==> src/ebsc_params.svh <==
// Offsets, reset values, field positions and widths for the external bus controller
`ifndef EBSC_PARAMS_SVH
`define EBSC_PARAMS_SVH
`define EBSC_OFS_BUS_CTRL1    32'hFF800000
`define EBSC_OFS_BUS_CTRL2    32'hFF800004
`define EBSC_OFS_WAIT_CTRL1   32'hFF800008
`define EBSC_OFS_WAIT_CTRL2   32'hFF80000C
`define EBSC_OFS_WAIT_CTRL3   32'hFF800010
`define EBSC_OFS_MEM_CTRL     32'hFF800014
`define EBSC_OFS_CARD_CTRL    32'hFF800018
`define EBSC_OFS_RFSH_CSR     32'hFF80001C
`define EBSC_OFS_RFSH_CNT     32'hFF800020
`define EBSC_OFS_RFSH_CONST   32'hFF800024
`define EBSC_OFS_RFSH_COUNT   32'hFF800028
`define EBSC_OFS_BUS_CTRL3    32'hFF800050
`define EBSC_OFS_BUS_CTRL4    32'hFE0A00F0
`define EBSC_OFS_AREA_TYPE    32'hFF800060
`define EBSC_OFS_STRAP_STAT   32'hFF800064
`define EBSC_SDMODE2_BASE     16'hFF90
`define EBSC_SDMODE3_BASE     16'hFF94
`define EBSC_RST_BUS_CTRL1    32'h00000000
`define EBSC_RST_BUS_CTRL2    32'h00003FFC
`define EBSC_RST_WAIT_CTRL1   32'h77777777
`define EBSC_RST_WAIT_CTRL2   32'hFFFEEFFF
`define EBSC_RST_WAIT_CTRL3   32'h07777777
`define EBSC_RST_MEM_CTRL     32'h00000000
`define EBSC_RST_CARD_CTRL    32'h00000000
`define EBSC_RST_RFSH         32'h00000000
`define EBSC_RST_BUS_CTRL3    32'h00000001
`define EBSC_RST_BUS_CTRL4    32'h00000000
`define EBSC_RST_AREA_TYPE    32'h00000000
`define EBSC_MASK_HALF        32'h0000FFFF
`define EBSC_CARD_MODE_BIT    0
`define EBSC_CKE_OFF_BIT      31
`define EBSC_IDX_AREA_TYPE    13
`define EBSC_IDX_STATUS       14
`define EBSC_NUM_REGS         14
`define EBSC_SYNC_W           39
`endif

==> src/ebsc_pkg.sv <==
// Types for the external bus state controller
`include "ebsc_params.svh"
package ebsc_pkg;
  typedef enum logic [2:0] {
    IF_SRAM   = 3'h0,
    IF_BROM   = 3'h1,
    IF_MPX    = 3'h2,
    IF_DRAM   = 3'h3,
    IF_SDRAM  = 3'h4,
    IF_CARD   = 3'h5,
    IF_BCSRAM = 3'h6
  } ebsc_iface_type;
  typedef enum logic [2:0] {
    ST_IDLE    = 3'h1,
    ST_ACCESS  = 3'h2,
    ST_MODESET = 3'h4
  } ebsc_fsm_type;
  typedef struct packed {
    ebsc_fsm_type                                fsm;
    logic [`EBSC_SYNC_W-1:0]                     sync1;
    logic [`EBSC_SYNC_W-1:0]                     sync2;
    logic [`EBSC_NUM_REGS-1:0][31:0]             regs;
    logic [1:0][7:0]                             sdram_mode;
    logic [1:0]                                  strap_width;
    logic                                        strap_sram;
    logic                                        strap_little;
    logic                                        strap_master;
    logic                                        grant;
    logic                                        own;
    logic [28:0]                                 addr;
    logic [31:0]                                 wdata;
    logic                                        write;
    logic [3:0]                                  be;
    logic [7:0]                                  beats;
    logic [7:0]                                  beat;
    logic                                        first;
    logic                                        card_attr;
    logic                                        card_io;
    logic [1:0]                                  dma;
    logic                                        mode_area3;
    logic [15:0]                                 mode_addr;
    logic [31:0]                                 prdata;
    logic                                        resp_valid;
    logic [31:0]                                 rdata;
  } ebsc_state_type;
endpackage

==> src/ebsc_top.sv <==
// External bus state controller: pins, straps, bus release and register file
//
// Overview of operation
// For SDRAM or multiplexed areas, cycle start pulses once per whole burst.
// For other interface types, cycle start pulses in every burst data cycle.
// Seven active-low area selects, only the accessed area asserted.
// Area 5 and 6 selects double as the card first-byte enables.
// Direction output shows read or write; also write indication for DRAM, SDRAM, card.
// DRAM and SDRAM areas drive the row strobe.
// Shared strobe marks reads; column strobe for SDRAM, frame for multiplexed.
// SRAM areas get four per-byte write strobes, lane 0 to lane 3.
// Card areas: lane strobes are attribute select, write, I/O read, I/O write.
// DRAM areas drive one column strobe per byte lane.
// SDRAM areas use the same four lane pins as byte masks.
// The ready input extends the current bus cycle while it requests waits.
// Reset samples area 0 interface pin: 1 SRAM, 0 multiplexed.
// Card I/O width input honoured only in little-endian operation.
// Clock-enable output drives the SDRAM clock enable.
// Release request input and grant output; roles swap in slave mode.
// Width pins sampled at reset as area 0 width, later card second enables.
// Width pins are outputs only while the card-mode bit is 1.
// Reset samples the endian pin.
// Reset samples the master/slave pin.
// Two data acknowledge outputs mark DMA channel 0 and 1 transfers.
// Software sets SDRAM mode of area 2 or 3 by byte writes to a window.
// Area 0 width code: 00 reserved, 01 8 bits, 10 16 bits, 11 32 bits.
// Reset samples are held from reset release until the next reset.
`timescale 1ns/1ps
`default_nettype none
`include "ebsc_params.svh"

module ebsc_top #(
  parameter int unsigned BEAT_W = 4
) (
  // Clock and reset
  input  wire logic              clock,
  input  wire logic              srst,
  // APB register port
  input  wire logic              psel,
  input  wire logic              penable,
  input  wire logic              pwrite,
  input  wire logic [31:0]       paddr,
  input  wire logic [31:0]       pwdata,
  output logic [31:0]            prdata,
  output logic                   pready,
  output logic                   pslverr,
  // Internal access requests
  input  wire logic              req_valid,
  output logic                   req_ready,
  input  wire logic              req_write,
  input  wire logic [28:0]       req_addr,
  input  wire logic [3:0]        req_be,
  input  wire logic [31:0]       req_wdata,
  input  wire logic [BEAT_W-1:0] req_beats,
  input  wire logic              req_card_attr,
  input  wire logic              req_card_io,
  input  wire logic [1:0]        req_dma,
  output logic                   req_wdata_take,
  output logic                   resp_valid,
  output logic [31:0]            resp_rdata,
  // External bus
  output logic [25:0]            address_out,
  input  wire logic [31:0]       data_in,
  output logic [31:0]            data_out,
  output logic                   data_oe,
  output logic                   bus_drive_oe,
  output logic                   cycle_start_strobe_n,
  output logic [6:0]             area_selects_n,
  output logic                   rd_wr,
  output logic                   row_strobe_n,
  output logic                   read_colstrobe_frame_n,
  output logic                   lane0_write_attr_select_n,
  output logic                   lane1_write_strobe_n,
  output logic                   lane2_write_io_read_n,
  output logic                   lane3_write_io_write_n,
  output logic [3:0]             lane_column_mask_n,
  output logic                   clock_enable_out,
  output logic                   dma_ack_ch0_n,
  output logic                   dma_ack_ch1_n,
  // Handshake and dual-use pins
  input  wire logic              ext_ready_n,
  input  wire logic              area0_iface_io_width_n,
  input  wire logic              release_request_in_n,
  output logic                   bus_grant_out_n,
  input  wire logic              width_pin_low_card_enable_a_in,
  output logic                   width_pin_low_card_enable_a_out,
  output logic                   width_pin_low_card_enable_a_oe,
  input  wire logic              width_pin_high_card_enable_b_in,
  output logic                   width_pin_high_card_enable_b_out,
  output logic                   width_pin_high_card_enable_b_oe,
  input  wire logic              endian_mode_pin,
  input  wire logic              master_slave_pin
);

  ebsc_pkg::ebsc_state_type q;
  ebsc_pkg::ebsc_state_type d;
  ebsc_pkg::ebsc_iface_type cur_type;
  logic [2:0]  cur_area;
  logic [4:0]  rix;
  logic        run, active, mode_cyc, cur_write, card, burst_once, sram_like;
  logic        rdy_s, iow_s, breq_s, sdm_hit, acc, ce2, io16_ok, beat_done;
  logic [31:0] data_s, status;
  logic [3:0]  we_lane;

  function automatic logic [4:0] reg_index(input logic [31:0] a);
    case (a)
      `EBSC_OFS_BUS_CTRL1:  reg_index = 5'h10;
      `EBSC_OFS_BUS_CTRL2:  reg_index = 5'h11;
      `EBSC_OFS_WAIT_CTRL1: reg_index = 5'h12;
      `EBSC_OFS_WAIT_CTRL2: reg_index = 5'h13;
      `EBSC_OFS_WAIT_CTRL3: reg_index = 5'h14;
      `EBSC_OFS_MEM_CTRL:   reg_index = 5'h15;
      `EBSC_OFS_CARD_CTRL:  reg_index = 5'h16;
      `EBSC_OFS_RFSH_CSR:   reg_index = 5'h17;
      `EBSC_OFS_RFSH_CNT:   reg_index = 5'h18;
      `EBSC_OFS_RFSH_CONST: reg_index = 5'h19;
      `EBSC_OFS_RFSH_COUNT: reg_index = 5'h1A;
      `EBSC_OFS_BUS_CTRL3:  reg_index = 5'h1B;
      `EBSC_OFS_BUS_CTRL4:  reg_index = 5'h1C;
      `EBSC_OFS_AREA_TYPE:  reg_index = 5'h1D;
      `EBSC_OFS_STRAP_STAT: reg_index = 5'h1E;
      default:              reg_index = 5'h00;
    endcase
  endfunction

  // Half-word registers keep their upper bits at zero
  function automatic logic [31:0] reg_mask(input logic [3:0] i);
    case (i)
      4'h1, 4'h6, 4'h7, 4'h8, 4'h9, 4'hA, 4'hB: reg_mask = `EBSC_MASK_HALF;
      default:                                 reg_mask = 32'hFFFFFFFF;
    endcase
  endfunction

  function automatic ebsc_pkg::ebsc_iface_type type_of(input logic [2:0] area, input logic [31:0] types,
                                                        input logic sram0);
    if (area == 3'h0)
      type_of = sram0 ? ebsc_pkg::IF_SRAM : ebsc_pkg::IF_MPX;
    else
      type_of = ebsc_pkg::ebsc_iface_type'(types[3*area +: 3]);
  endfunction

  function automatic logic [2:0] width_dec(input logic [1:0] code);
    case (code)
      2'h1:    width_dec = 3'h1;
      2'h2:    width_dec = 3'h2;
      2'h3:    width_dec = 3'h4;
      default: width_dec = 3'h0;
    endcase
  endfunction

  // Every pin input passes the two-stage synchroniser before use
  assign data_s   = q.sync2[38:7];
  assign rdy_s    = q.sync2[6];
  assign iow_s    = q.sync2[5];
  assign breq_s   = q.sync2[4];

  assign active   = q.fsm == ebsc_pkg::ST_ACCESS;
  assign mode_cyc = q.fsm == ebsc_pkg::ST_MODESET;
  assign run      = active | mode_cyc;
  assign cur_area = mode_cyc ? (q.mode_area3 ? 3'h3 : 3'h2) : q.addr[28:26];
  assign cur_type = mode_cyc ? ebsc_pkg::IF_SDRAM : type_of(q.addr[28:26], q.regs[`EBSC_IDX_AREA_TYPE],
                                                            q.strap_sram);
  assign cur_write  = mode_cyc | q.write;
  assign card       = cur_type == ebsc_pkg::IF_CARD;
  assign burst_once = cur_type == ebsc_pkg::IF_SDRAM || cur_type == ebsc_pkg::IF_MPX;
  assign sram_like  = !burst_once && !card && cur_type != ebsc_pkg::IF_DRAM;
  assign beat_done  = active && !rdy_s;
  assign io16_ok    = !q.card_io || (!iow_s && q.strap_little);
  assign ce2        = active && card && (q.be[1] || q.be[3]) && io16_ok;

  assign status = {22'h0, q.grant, q.own, q.strap_master, q.strap_little, q.strap_sram,
                   width_dec(q.strap_width), q.strap_width};

  // APB decode; a mode-window write waits for the external mode cycle
  assign rix     = reg_index(paddr);
  assign sdm_hit = paddr[31:16] == `EBSC_SDMODE2_BASE || paddr[31:16] == `EBSC_SDMODE3_BASE;
  assign acc     = psel && penable;
  assign pready  = !(sdm_hit && pwrite) || mode_cyc;
  assign pslverr = acc && pready && !rix[4] && !sdm_hit;
  assign prdata  = q.prdata;

  assign req_ready      = q.fsm == ebsc_pkg::ST_IDLE && q.own && !(acc && sdm_hit && pwrite)
                          && !(q.strap_master && !breq_s);
  assign req_wdata_take = beat_done && q.write && q.beat != q.beats - 8'h1;
  assign resp_valid     = q.resp_valid;
  assign resp_rdata     = q.rdata;

  always_comb begin
    d            = q;
    d.sync1      = {data_in, ext_ready_n, area0_iface_io_width_n, release_request_in_n, endian_mode_pin,
                    master_slave_pin, width_pin_low_card_enable_a_in, width_pin_high_card_enable_b_in};
    d.sync2      = q.sync1;
    d.resp_valid = 1'b0;
    if (psel && !penable) begin
      if (rix[3:0] == 4'(`EBSC_IDX_STATUS))
        d.prdata = status;
      else if (rix[4])
        d.prdata = q.regs[rix[3:0]];
      else
        d.prdata = 32'h0;
    end
    if (acc && pwrite && rix[4] && rix[3:0] != 4'(`EBSC_IDX_STATUS))
      d.regs[rix[3:0]] = pwdata & reg_mask(rix[3:0]);
    // Bus release arbitration
    if (q.strap_master) begin
      if (q.fsm == ebsc_pkg::ST_IDLE && !q.grant && !breq_s)
        d.grant = 1'b1;
      else if (q.grant && breq_s)
        d.grant = 1'b0;
      d.own = !d.grant;
    end else begin
      d.grant = req_valid || (acc && sdm_hit && pwrite) || q.fsm != ebsc_pkg::ST_IDLE;
      d.own   = !breq_s;
    end
    case (q.fsm)
      ebsc_pkg::ST_IDLE: begin
        if (acc && sdm_hit && pwrite && q.own && !(q.strap_master && !breq_s)) begin
          d.fsm        = ebsc_pkg::ST_MODESET;
          d.mode_area3 = paddr[18];
          d.mode_addr  = paddr[15:0];
          d.sdram_mode[paddr[18]] = pwdata[7:0];
        end else if (req_valid && req_ready) begin
          d.fsm       = ebsc_pkg::ST_ACCESS;
          d.addr      = req_addr;
          d.write     = req_write;
          d.be        = req_be;
          d.wdata     = req_wdata;
          d.beats     = (req_beats == '0) ? 8'h1 : 8'(req_beats);
          d.beat      = 8'h0;
          d.first     = 1'b1;
          d.card_attr = req_card_attr;
          d.card_io   = req_card_io;
          d.dma       = req_dma;
        end
      end
      ebsc_pkg::ST_ACCESS: begin
        if (beat_done) begin
          d.resp_valid = 1'b1;
          d.rdata      = q.write ? 32'h0 : data_s;
          d.first      = 1'b1;
          if (q.beat == q.beats - 8'h1) begin
            d.fsm = ebsc_pkg::ST_IDLE;
          end else begin
            d.beat = q.beat + 8'h1;
            d.addr = q.addr + 29'h4;
            if (q.write)
              d.wdata = req_wdata;
          end
        end else begin
          d.first = 1'b0;
        end
      end
      ebsc_pkg::ST_MODESET: d.fsm = ebsc_pkg::ST_IDLE;
      default:              d.fsm = ebsc_pkg::ST_IDLE;
    endcase
    // Synchronous reset; straps follow the pins until release, then freeze
    if (srst) begin
      d                = '0;
      d.sync1          = {data_in, ext_ready_n, area0_iface_io_width_n, release_request_in_n,
                          endian_mode_pin, master_slave_pin, width_pin_low_card_enable_a_in,
                          width_pin_high_card_enable_b_in};
      d.sync2          = q.sync1;
      d.fsm            = ebsc_pkg::ST_IDLE;
      d.strap_width    = {q.sync2[0], q.sync2[1]};
      d.strap_sram     = q.sync2[5];
      d.strap_little   = q.sync2[3];
      d.strap_master   = q.sync2[2];
      d.own            = q.sync2[2];
      d.regs[0]        = `EBSC_RST_BUS_CTRL1;
      d.regs[1]        = `EBSC_RST_BUS_CTRL2;
      d.regs[2]        = `EBSC_RST_WAIT_CTRL1;
      d.regs[3]        = `EBSC_RST_WAIT_CTRL2;
      d.regs[4]        = `EBSC_RST_WAIT_CTRL3;
      d.regs[5]        = `EBSC_RST_MEM_CTRL;
      d.regs[6]        = `EBSC_RST_CARD_CTRL;
      d.regs[7]        = `EBSC_RST_RFSH;
      d.regs[8]        = `EBSC_RST_RFSH;
      d.regs[9]        = `EBSC_RST_RFSH;
      d.regs[10]       = `EBSC_RST_RFSH;
      d.regs[11]       = `EBSC_RST_BUS_CTRL3;
      d.regs[12]       = `EBSC_RST_BUS_CTRL4;
      d.regs[13]       = `EBSC_RST_AREA_TYPE;
    end
  end

  always_ff @(posedge clock) begin
    q <= d;
  end

  // Pin drivers
  generate
    for (genvar i = 0; i < 7; i++) begin : g_sel
      // Area 5 and 6 selects are also the card first-byte enables
      assign area_selects_n[i] = !(run && cur_area == 3'(i)); // see R3
    end
  endgenerate

  always_comb begin
    we_lane = 4'hF;
    if (active && card) begin
      we_lane[0] = !q.card_attr;
      we_lane[1] = !(q.write && !q.card_io);
      we_lane[2] = !(!q.write && q.card_io);
      we_lane[3] = !(q.write && q.card_io);
    end else if (active && q.write && sram_like) begin
      we_lane = ~q.be;
    end
  end

  assign lane0_write_attr_select_n = we_lane[0];
  assign lane1_write_strobe_n      = we_lane[1];
  assign lane2_write_io_read_n     = we_lane[2];
  assign lane3_write_io_write_n    = we_lane[3];

  // Same pins: column strobes for DRAM, byte masks for SDRAM
  assign lane_column_mask_n = (run && (cur_type == ebsc_pkg::IF_DRAM || cur_type == ebsc_pkg::IF_SDRAM))
                              ? ~q.be : 4'hF;                     // see R10
  assign cycle_start_strobe_n = !(active && q.first && (!burst_once || q.beat == 8'h0)); // see R1
  assign rd_wr        = !(run && cur_write);
  assign row_strobe_n = !(run && (cur_type == ebsc_pkg::IF_DRAM || cur_type == ebsc_pkg::IF_SDRAM));
  assign read_colstrobe_frame_n = !(run && (burst_once || (!cur_write && !(card && q.card_io))));
  assign address_out  = mode_cyc ? {10'h0, q.mode_addr} : q.addr[25:0];
  assign data_out     = q.wdata;
  assign data_oe      = active && q.write && q.own;
  assign bus_drive_oe = q.own;
  assign bus_grant_out_n  = !q.grant;
  assign clock_enable_out = !q.regs[`EBSC_IDX_AREA_TYPE][`EBSC_CKE_OFF_BIT];
  assign dma_ack_ch0_n    = !(active && q.dma[0]);
  assign dma_ack_ch1_n    = !(active && q.dma[1]);
  // Width pins turn into second-byte card enables only in card mode
  assign width_pin_low_card_enable_a_oe   = q.regs[0][`EBSC_CARD_MODE_BIT];
  assign width_pin_high_card_enable_b_oe  = q.regs[0][`EBSC_CARD_MODE_BIT];
  assign width_pin_low_card_enable_a_out  = !(ce2 && cur_area == 3'h5);
  assign width_pin_high_card_enable_b_out = !(ce2 && cur_area == 3'h6);
endmodule // ebsc_top
`default_nettype wire

==> config.mk <==
export PLATFORM = sky130hd
export DESIGN_NAME = ebsc_top
export DESIGN_NICKNAME = d
export VERILOG_FILES = /design/src/ebsc_pkg.sv /design/src/ebsc_top.sv
export VERILOG_INCLUDE_DIRS = /design/src
export SDC_FILE = /design/constraint.sdc
export NUM_CORES = 2
export LEC_CHECK = 0
export BUFFER_PORTS_ARGS = -buffer_cell sky130_fd_sc_hd__buf_2
export CORE_MARGIN = 3
export CORE_UTILIZATION = 35
export CTS_BUF_LIST = sky130_fd_sc_hd__clkbuf_2
export CTS_CLUSTER_SIZE = 25
export DETAILED_ROUTE_END_ITERATION = 10
export HOLD_SLACK_MARGIN = 0.12
export PLACE_DENSITY = 0.51
export SYNTH_ARGS = -nofsm -noshare
export SYNTH_HDL_FRONTEND = slang
export SYNTH_SLANG_ARGS = --single-unit
==> constraint.sdc <==
create_clock -name clock -period 4.4 [get_ports clock]
set_input_delay 0.66 -clock clock [delete_from_list [all_inputs] [get_ports clock]]
set_output_delay 0.66 -clock clock [all_outputs]
set_load 0.02 [all_outputs]
==> results.json <==
{
  "outcome": "finished, final reports clean",
  "cts_tree": "yes",
  "vias_per_cell": 5.12,
  "ys_ff_latch": 701,
  "synthTopCellsByArea": "dfxtp_1 48%, nand2_1 16%, a21oi_1 6.9%, clkbuf_1 3.1%, nand3_1 3.0%",
  "dpl.hpwl_um": 69300,
  "synth_top_cell_by_area": "dfxtp_1",
  "cts-root-buf": "clkbuf_2",
  "drive_gt1_share_pct": 18.3,
  "initial_core_util_pct": 35.5,
  "grt_antenna_before_repair": 9,
  "final-max-slew-violation-count": 0,
  "yosysTopAreaCellShare_pct": 47.5,
  "synth_nets": 3962,
  "first_iter_violations": 2266,
  "grt_pass1_vias": 28972,
  "whs_ns": 0.258,
  "p_total_uw": 12200,
  "design.core.area_um2": 82500,
  "rows": 105,
  "worstHoldPathType": "flop to flop",
  "drt_wl_total_um": 115000,
  "worstSkewPairLatency_ns": 1.47,
  "cts_max_level": 4,
  "remaining_drc_errors": 0,
  "gr-total-overflow": 0,
  "area_delta_synth_final_pct": 32.6,
  "cp-end-kind": "output pin",
  "synth_area_um2": 29300,
  "peakVddDrop_uv": 227,
  "synthFlopType": "dfxtp_1",
  "die_h_um": 295,
  "place_inst": 4931,
  "synthArstFlopShare_pct": 0,
  "final_common_cell": "nand2_1",
  "grt_pass1_wl_um": 174000,
  "die-width_um": 295,
  "power_density_nw_per_um2": 314,
  "postSynthCellCount": 3774,
  "post-place-ws_ns": 0.375,
  "wl_per_cell_um": 19.8,
  "cap_viol_max_count": 0,
  "leakage_uw": 0.0154,
  "ys_types": 76,
  "startpoint_type": "flop",
  "io_pins": 339,
  "nets": 4752,
  "vias": 29704,
  "yosysWarningCount": 0,
  "path_class": "flop to output pin",
  "io_buffers": 338,
  "detail-route-antenna-nets": 0,
  "fin_cells": 5798,
  "syn_area_per_cell_um2": 7.77,
  "gp_congestion": 0.873,
  "critPathMaxFanout": 3,
  "ys_seq_area_share_pct": 48.0,
  "hold_viol_final": 0,
  "post-route-min-period_ns": 4.35,
  "setup_slack_ns": 0.0521,
  "grt_usage_pct": 25.8,
  "cts_sinks": 701,
  "finalSetupViolCount": 0,
  "synth-edff-count": 5,
  "grt_max_degree": 107,
  "fillerInstances": 8192,
  "relSlewSlack_pct": 35.9,
  "clock_path_buffers": 3,
  "fin_skew_ns": 0.141,
  "clk_pin_slew_ns": 0.09,
  "clock.fmax_ghz": 0.230,
  "numCtsBuffers": 194,
  "cp.arrival_ns": 3.69,
  "cp_data_required_time_ns": 3.74,
  "worst_pin_slew_ns": 0.959,
  "rsz0062_at_grt": "yes",
  "drtPass1Iterations": 5,
  "most-common-layout-cells": "1255 x nand2_1, 694 x dfxtp_1, 490 x dlygate4sd3_1, 401 x a21oi_1, 327 x buf_2",
  "die_area_um2": 87300,
  "period_share_pct": 98.8
}
cell usage after synthesis, types with 9 or more instances:
cell	instances
nand2_1	1262
dfxtp_1	696
a21oi_1	403
clkbuf_1	243
nand3_1	173
and2_1	133
buf_4	98
nor2_1	88
and3_1	79
o21ai_0	59
nor2b_1	50
nand3b_1	49
a31oi_1	45
a211o_1	42
nor3_1	29
o31ai_1	29
buf_2	26
a22o_1	23
inv_1	18
nand4_1	15
nor4_1	14
buf_1	13
mux2i_1	13
a221oi_1	12
o22ai_1	12
nor3b_1	10
o221ai_1	9
state kept, by name, summed over array words and instances, names as in the netlist:
| signal | count |
|---|---|
| iow_s | 1 |
| width_pin_high_card_enable_b_oe | 1 |
| resp_rdata | 32 |
| breq_s | 1 |
| data_out | 32 |
| data_s | 32 |
| prdata | 32 |
| resp_valid | 1 |
| q | 568 |
| bus_drive_oe | 1 |
through the flow:
stage / TNS [ns] / instance area [um^2] / util, %
floorplan: 0 / 29300 / -
global placement: 0 / 31800 / 38.6
global route: -1.05 / 38900 / 47.1
finish: 0 / 38900 / 47.1
detailed placement: 0 / 31800 / 38.6
CTS: -0.692 / 38700 / 46.9
power by group:
part	internal [uW]	switching (uW)
Clock	1820	2870
Combinational	470	544
Sequential	6420	59.2
layer usage:
| metal | vias to the layer above | GRT usage [%] | wire length (um) |
|---|---|---|---|
| li1 | 14263 | - | - |
| met1 | 14034 | 32.9 | 48600 |
| met2 | 1098 | 42.2 | 53700 |
| met3 | 309 | 4.62 | 7350 |
| met4 | 0 | 12.2 | 4920 |
| met5 | - | 0 | 0 |
final timing paths:
kind | startpoint | end | slack (ns) | cells after the start
min | q[691] | data_s[5] | 0.26 | 0
min reg2reg | q[691] | data_s[5] | 0.26 | 0
max | q[166] | width_pin_low_card_enable_a_out | 0.05 | 9
max reg2reg | q[719] | data_out[5] | 0.40 | 10
cell families (layout without fill, tap and decap cells):
logic type / after synthesis / count (layout) / synth area share (%)
AO/OA/AOI/OAI: 686 / 686 / 13.9
XOR/XNOR: 15 / 15 / 0.448
flip-flops: 701 / 701 / 48.0
AND/OR/NAND/NOR: 1945 / 1945 / 29.8
multiplexers: 23 / 23 / 1.10
other: 0 / 13 / 0
adder cells (fa/ha/maj): 5 / 5 / 0.213
buffers and inverters: 399 / 1340 / 6.50
worst max-delay path, stage by stage (launching register included):
cell and delay (ns):
dfxtp_4 0.41, mux4_2 0.59, nand2b_4 0.17, o211ai_1 0.08, buf_4 0.15, and2_4 0.15, nand2_1 0.10, nor4_4 0.32
nand3b_1 0.13, buf_2 0.18
cell type report:
| cell class | instances | area, um^2 | share of cell area, % |
|---|---|---|---|
| inverters | 18 | 71.3 | 0.184 |
| flip-flops and latches | 701 | 14100 | 36.3 |
| multi-input cells | 2674 | 13600 | 35.0 |
| clock inverters | 58 | 278 | 0.715 |
| clock buffers | 289 | 1450 | 3.72 |
| well taps | 1070 | 1340 | 3.45 |
| repair buffers | 975 | 7980 | 20.5 |
| diodes | 13 | 32.5 | 0.0837 |
what timing repair did:
item	CTS	global route
setup buffers	10	6
pin swaps	5	4
resized for setup	39	23
endpoints found under the setup margin	14	15
hold buffers	491	0
endpoints found under the hold margin	544	0
Power figures use the tool's default switching activity.
